<file path="src/hdl/tgc_pkg.sv">
// constants and types shared by the timer gate control block
`default_nettype none

package tgc_pkg;

    // *******************************************************************
    // register map
    // *******************************************************************
    localparam int          TGC_ADDR_W       = 12;
    localparam logic [11:0] TGC_OFS_GATE     = 12'h000;
    localparam logic [11:0] TGC_OFS_RUN      = 12'h004;
    localparam logic [11:0] TGC_OFS_STATUS   = 12'h008;
    localparam logic [11:0] TGC_OFS_MASK     = 12'h00C;

    // *******************************************************************
    // gate control field positions and reset values
    // *******************************************************************
    localparam int          TGC_BIT_GE       = 7;
    localparam int          TGC_BIT_POL      = 6;
    localparam int          TGC_BIT_GTM      = 5;
    localparam int          TGC_BIT_SPM      = 4;
    localparam int          TGC_BIT_GO       = 3;
    localparam int          TGC_BIT_VAL      = 2;
    localparam int          TGC_SS_HI        = 1;
    localparam int          TGC_SS_LO        = 0;
    localparam logic [7:0]  TGC_GATE_RST     = 8'h00;
    localparam logic [7:0]  TGC_GATE_WMASK   = 8'hFB;
    localparam int          TGC_BIT_RUN      = 0;
    localparam int          TGC_BIT_GEVT     = 0;
    localparam logic        TGC_RUN_RST      = 1'b0;
    localparam logic        TGC_IRQ_RST      = 1'b0;

    // *******************************************************************
    // gate source selection
    // *******************************************************************
    typedef enum logic [1:0] {
        TGC_SRC_PIN   = 2'h0,
        TGC_SRC_MATCH = 2'h1,
        TGC_SRC_COMP1 = 2'h2,
        TGC_SRC_COMP2 = 2'h3
    } tgc_src_t;

endpackage : tgc_pkg

`default_nettype wire

</file>
<file path="src/hdl/tgc_gate_if.sv">
// carrier between the gate logic and its synchroniser
`default_nettype none

interface tgc_gate_if;
    logic raw;
    logic synced;
    modport src  (output raw, input  synced);
    modport sync (input  raw, output synced);
endinterface : tgc_gate_if

`default_nettype wire

</file>
<file path="src/hdl/tgc_sync.sv">
// two-flop synchroniser that brings the processed gate onto the counter clock
`default_nettype none

module tgc_sync
    import tgc_pkg::*;
(
    input  wire logic pclk,
    input  wire logic presetn,
    tgc_gate_if.sync  gate
);

    typedef struct packed {
        logic stage1;
        logic stage2;
    } tgc_sync_state_t;

    tgc_sync_state_t state;
    tgc_sync_state_t next_state;

    always_comb begin
        next_state        = state;
        next_state.stage1 = gate.raw;
        next_state.stage2 = state.stage1;
    end

    always_ff @(posedge pclk or negedge presetn) begin
        if (!presetn) begin
            state <= '0;
        end else begin
            state <= next_state;
        end
    end

    assign gate.synced = state.stage2;
endmodule : tgc_sync

`default_nettype wire

</file>
<file path="src/hdl/tgc_top.sv">
// timer gate control block with apb register access
//
// Decided for this implementation: the register addresses and the APB register port.
`default_nettype none

module tgc_top
    import tgc_pkg::*;
(
    input  wire logic        pclk,
    input  wire logic        presetn,
    input  wire logic        psel,
    input  wire logic        penable,
    input  wire logic        pwrite,
    input  wire logic [11:0] paddr,
    input  wire logic [31:0] pwdata,
    output logic      [31:0] prdata,
    output logic             pready,
    output logic             pslverr,
    input  wire logic        other_reset,
    input  wire logic        gate_pin,
    input  wire logic        period_match,
    input  wire logic        comp1_synced_output,
    input  wire logic        comp2_synced_output,
    input  wire logic        count_tick,
    output logic             count_enable,
    output logic             count_inc,
    output logic             irq
);

    // *******************************************************************
    // state
    // *******************************************************************
    typedef struct packed {
        logic [7:0]  gate_ctrl;
        logic        run;
        logic        status;
        logic        mask;
        logic        pol_prev;
        logic        tff;
        logic        t_prev;
        logic        capturing;
        logic        lvl_prev;
        logic [31:0] rdata;
    } tgc_state_t;

    tgc_state_t state;
    tgc_state_t next_state;

    tgc_gate_if gif ();

    tgc_sync u_sync (
        .pclk    (pclk),
        .presetn (presetn),
        .gate    (gif.sync)
    );

    logic       src_sig;
    logic       pol_sig;
    logic       t_out;
    logic       t_rise;
    logic       t_fall;
    logic       sp_start;
    logic       gate_final;
    logic       level;
    logic       wr_en;
    logic       setup;
    logic       mapped;
    logic [7:0] wr_byte;
    logic       gevt;

    // *******************************************************************
    // gate path
    // *******************************************************************
    always_comb begin
        unique case (tgc_src_t'(state.gate_ctrl[TGC_SS_HI:TGC_SS_LO]))
            TGC_SRC_PIN:   src_sig = gate_pin;
            TGC_SRC_MATCH: src_sig = period_match;
            TGC_SRC_COMP1: src_sig = comp1_synced_output;
            TGC_SRC_COMP2: src_sig = comp2_synced_output;
            default:       src_sig = gate_pin;
        endcase
    end

    assign pol_sig    = state.gate_ctrl[TGC_BIT_POL] ? src_sig : ~src_sig;
    assign t_out      = state.gate_ctrl[TGC_BIT_GTM] ? state.tff : pol_sig;
    assign t_rise     = t_out & ~state.t_prev;
    assign t_fall     = ~t_out & state.t_prev;
    assign sp_start   = state.gate_ctrl[TGC_BIT_GO] & t_rise & ~state.capturing;
    // single pulse passes the gate only from the armed rise to the trailing edge
    assign gate_final = state.gate_ctrl[TGC_BIT_SPM]
                      ? ((state.capturing | sp_start) & t_out) : t_out;
    assign gif.raw    = gate_final;
    assign level      = gif.synced;
    assign gevt       = state.lvl_prev & ~level;

    // *******************************************************************
    // apb decode
    // *******************************************************************
    assign setup   = psel & ~penable;
    assign wr_en   = psel & penable & pwrite & mapped;
    assign wr_byte = pwdata[7:0];
    assign mapped  = (paddr == TGC_OFS_GATE) | (paddr == TGC_OFS_RUN)
                   | (paddr == TGC_OFS_STATUS) | (paddr == TGC_OFS_MASK);

    // *******************************************************************
    // next state
    // *******************************************************************
    always_comb begin
        next_state          = state;
        next_state.pol_prev = pol_sig;
        next_state.t_prev   = t_out;
        next_state.lvl_prev = level;

        if (wr_en && paddr == TGC_OFS_GATE) begin
            next_state.gate_ctrl = wr_byte & TGC_GATE_WMASK;
        end
        if (wr_en && paddr == TGC_OFS_RUN) begin
            next_state.run = wr_byte[TGC_BIT_RUN];
        end
        if (wr_en && paddr == TGC_OFS_MASK) begin
            next_state.mask = wr_byte[TGC_BIT_GEVT];
        end
        if (wr_en && paddr == TGC_OFS_STATUS && wr_byte[TGC_BIT_GEVT]) begin
            next_state.status = 1'b0;
        end
        if (gevt) begin
            next_state.status = 1'b1;
        end

        // toggle flop
        if (!state.gate_ctrl[TGC_BIT_GTM] || !state.run) begin
            next_state.tff = 1'b0;
        end else if (pol_sig && !state.pol_prev) begin
            next_state.tff = ~state.tff;
        end

        // single-pulse acquisition
        if (sp_start) begin
            next_state.capturing = 1'b1;
        end
        if (state.capturing && t_fall) begin
            next_state.capturing = 1'b0;
            if (!(wr_en && paddr == TGC_OFS_GATE)) begin
                next_state.gate_ctrl[TGC_BIT_GO] = 1'b0;
            end
        end
        if (!next_state.gate_ctrl[TGC_BIT_SPM]) begin
            next_state.gate_ctrl[TGC_BIT_GO] = 1'b0;
            next_state.capturing             = 1'b0;
        end

        // other resets clear gate logic and the run bit but keep the gate control bits
        if (other_reset) begin
            next_state.tff       = 1'b0;
            next_state.capturing = 1'b0;
            next_state.run       = TGC_RUN_RST;
        end

        next_state.rdata = '0;
        if (setup) begin
            unique case (paddr)
                TGC_OFS_GATE: begin
                    next_state.rdata[7:0]         = state.gate_ctrl;
                    next_state.rdata[TGC_BIT_VAL] = level;
                end
                TGC_OFS_RUN:    next_state.rdata[TGC_BIT_RUN]  = state.run;
                TGC_OFS_STATUS: next_state.rdata[TGC_BIT_GEVT] = state.status;
                TGC_OFS_MASK:   next_state.rdata[TGC_BIT_GEVT] = state.mask;
                default:        next_state.rdata = '0;
            endcase
        end else begin
            next_state.rdata = state.rdata;
        end
    end

    always_ff @(posedge pclk or negedge presetn) begin
        if (!presetn) begin
            state           <= '0;
            state.gate_ctrl <= TGC_GATE_RST;
            state.run       <= TGC_RUN_RST;
            state.status    <= TGC_IRQ_RST;
            state.mask      <= TGC_IRQ_RST;
        end else begin
            state <= next_state;
        end
    end

    // *******************************************************************
    // outputs
    // *******************************************************************
    assign count_enable = state.run & (~state.gate_ctrl[TGC_BIT_GE] | level);
    assign count_inc    = count_tick & count_enable;
    assign prdata       = state.rdata;
    assign pready       = 1'b1;
    assign pslverr      = psel & penable & ~mapped;
    assign irq          = state.status & state.mask;
endmodule : tgc_top

`default_nettype wire

</file>
<file path="config.mk">
export PLATFORM = sky130hd
export DESIGN_NAME = tgc_top
export DESIGN_NICKNAME = d
export VERILOG_FILES = /design/src/hdl/tgc_pkg.sv /design/src/hdl/tgc_gate_if.sv /design/src/hdl/tgc_sync.sv /design/src/hdl/tgc_top.sv
export SDC_FILE = /design/constraint.sdc
export NUM_CORES = 1
export LEC_CHECK = 0
export BUFFER_PORTS_ARGS = -buffer_cell sky130_fd_sc_hd__buf_2
export CAP_MARGIN = 20
export CORE_UTILIZATION = 37
export CTS_BUF_LIST = sky130_fd_sc_hd__clkbuf_16
export DETAILED_ROUTE_END_ITERATION = 8
export GPL_ROUTABILITY_DRIVEN = 1
export PLACE_DENSITY = 0.71
export SYNTH_ARGS = -nofsm -noshare
export SYNTH_HDL_FRONTEND = slang
export SYNTH_SLANG_ARGS = --single-unit
</file>
<file path="constraint.sdc">
create_clock -name pclk -period 2.4 [get_ports pclk]
set_input_delay 0.12 -clock pclk [delete_from_list [all_inputs] [get_ports pclk]]
set_output_delay 0.12 -clock pclk [all_outputs]
set_load 0.02 [all_outputs]
</file>
==> out/metrics.yaml <==
power:
  clkPwrFrac_pct: 40.1
  p_int_w: 0.000677
  irDropWorstVdd_mv: 0.508
  seqPwrFrac_pct: 48.5
  p_comb_share_pct: 11.4
  power.density_mw_per_mm2: 545
  power.switching_w: 0.000205
  p_leak_nw: 0.834
  swShare_pct: 23.3
worst_setup_path:
  cpMaxStageDelayCell: "mux4_2"
  cp.required_ps: 2590
  crit_chain: "mux4_2, xnor2_4, a2111oi_0, a31o_1"
  startpoint_type: "register"
  worstPathMaxFanout: 5
  arrival_ps: 1940
  crit_type: "register to register"
  cp_slowest_stage_delay_ps: 580
  end_kind: "register"
  worstPathBufferInverterCount: 0
  crit_family: "multiplexers"
finish:
  fin_nets: 216
  multi_input_area_sq_um: 606
  fin_area_sq_mm: 0.00162
  nFillCells: 371
  final_util_pct: 43.9
  area_growth_pct: 12.6
  seq_area_sq_um: 626
  n_antenna_cell: 0
  drive_gt1_share_pct: 36.9
  final_common_cell: "buf_2"
  final_cell_mix: "buf_2 (41), conb_1 (25), dfrtp_1 (25)"
timing:
  timing.fmax_ghz: 0.573
  rsz0062_at_grt: "no"
  worst_pin_slew_ps: 542
  slew-limit-headroom_pct: 63.8
  slew_viol_final: 0
  fin_tns_setup_ps: 0
  report.final.hold_viol_count: 0
  fin_skew_ps: 2.75
  timing.final.crit_period_ps: 1750
  min_period_over_period_pct: 72.8
  setup_viol_count_final: 0
clock_tree:
  cts_tree: "done"
  htree_levels: 1
  numCtsBuffers: 3
  clockRootBuffer: "clkbuf_16"
  clk_pin_slew_ps: 60
  post_cts_buffers: 0
  cts_sinks: 25
  clk_latency_ps: 250
  cts_resized: 0
  max-clock-path-buffers: 2
  cts_hold_buffers: 1
synth:
  synthTopCellsByArea: "dfrtp_1 (44%), buf_4 (18%), mux2_2 (5.5%)"
  synth_area_per_cell_sq_um: 11.4
  syn_inst: 126
  ys_warn_count: 0
  ys_ff_latch: 25
  synth_area_leader_cell: "dfrtp_1"
  synth_area_sq_mm: 0.00144
  ys_seq_area_share_pct: 43.5
  synth.distinct_cells: 32
  synth_top_area_share_pct: 43.5
grt:
  grt_max_degree: 26
  grt_overflow: 0
  grt_pass1_vias: 894
  grtUsageTotal_pct: 12.9
  antenna_found_initial: 0
  grt_first_pass_wirelength_mm: 4.06
die:
  start_util_pct: 39.0
  ioPinCount: 92
  dieArea_sq_mm: 0.00414
  core_sq_mm: 0.00369
  dieHeight_um: 64.3
  rows: 22
  die_w_um: 64.3
place:
  gp_congestion: 0.797
  io_buffers: 41
  dpl-instance-area_sq_mm: 0.00153
detailed_routing:
  drt_wl_total_mm: 2.53
  drt-initial-drc-count: 19
  wl_per_cell_um: 12.1
  vias: 963
  vias_per_cell: 4.63
  ant_nets: 0
  drc: 0
  dr.pass1.iters: 4
run_status:
  outcome: "completed"
worst_hold_path:
  holdCritPathClass: "input port to register"
job:
  cap_violations: 0
==> power groups by stage <==
stage	Sequential, W	Combinational (W)	Clock (W)
after global placement	0.000435	0.0000980	0
final	0.000428	0.000100	0.000354
after CTS	0.000428	0.000101	0.000369
after floorplan	0.000435	0.0000854	0
after detailed placement	0.000436	0.0000989	0
after global routing	0.000428	0.000109	0.000381
==> state kept, by name, indices dropped and copies added (netlist names) <==
register and flops:
u_sync.next_state 1, u_sync.gate.synced 1, prdata 8, state 15
==> worst register-to-register path: stages (launching register included) <==
cell	delay [ps]
dfrtp_1	380
mux4_2	580
xnor2_4	180
a2111oi_0	400
a31o_1	150
==> worst paths after layout <==
path	startpoint	end	slack (ps)	cells after the start
setup / recovery	state[40]	state[35]	650	4
hold / removal	pwdata[6]	state[46]	90	2
setup reg to reg	state[40]	state[35]	650	4
hold reg to reg	u_sync.next_state[0]	u_sync.gate.synced	360	0
max in group asynchronous	presetn	prdata[0]	1650	2
min in group asynchronous	presetn	state[34]	380	2
==> cell families (layout without fill, tap and decap cells) <==
kind of cell | count (synthesis) | in the layout | share of synthesized area [%]
mux | 11 | 11 | 10.5
xor+xnor | 1 | 1 | 1.91
other cells | 2 | 25 | 0.522
simple gates | 24 | 24 | 12.6
flops | 25 | 25 | 43.5
buf+inv | 44 | 55 | 20.4
compound gates | 19 | 19 | 10.5
==> synthesized netlist by cell type <==
cell and instances:
nand3_1 2, mux4_1 1, a2111oi_0 1, nand2_1 5, conb_1 2, a21oi_1 4
nand4_1 2, nor4_1 1, a211oi_1 1, nor2_1 2, and4_1 2, a31o_1 1
o211ai_1 1, dfrtp_1 25, and3_1 2, inv_1 9, mux2_2 7, mux2i_1 1
mux4_2 1, mux2i_2 1, a2111oi_2 1, clkbuf_1 1, nand2b_1 1, nor4_4 3
and2_1 2, buf_4 34, a22o_1 8, nand4b_1 1, xnor2_4 1, a31o_2 1
nor3_1 1, o21ai_0 1
==> routing by layer <==
| metal | GRT usage [%] | vias to the layer above | part of all wire (%) | wire (um) |
|---|---|---|---|---|
| met5 | 0 | - | 0 | 0 |
| met4 | 3.33 | 0 | 0.75 | 19 |
| met3 | 4.29 | 4 | 5.9 | 150 |
| met2 | 23.7 | 30 | 55 | 1380 |
| met1 | 14.0 | 478 | 39 | 978 |
| li1 | - | 451 | - | - |
==> cell type report <==
| class | instances | area share [%] |
|---|---|---|
| repair buffers | 42 | 13.3 |
| flip-flops and latches | 25 | 38.6 |
| clock buffers | 3 | 4.64 |
| clock inverters | 1 | 0.232 |
| multi-input cells | 80 | 37.4 |
| inverters | 9 | 2.09 |
| well taps | 48 | 3.71 |
==> per-stage QoR <==
step                      setup slack [ps]  hold WS [ps]  total power, W  std cells
after detailed placement               609           136        0.000534        203
after CTS                              624          84.5        0.000897        208
after global routing                   539          88.7        0.000918        208
after floorplan                        745          -176        0.000521        149
final                                  654          93.2        0.000882        208
after global placement                 669           136        0.000533        203
Note: power is estimated with default switching activity, not from simulation.
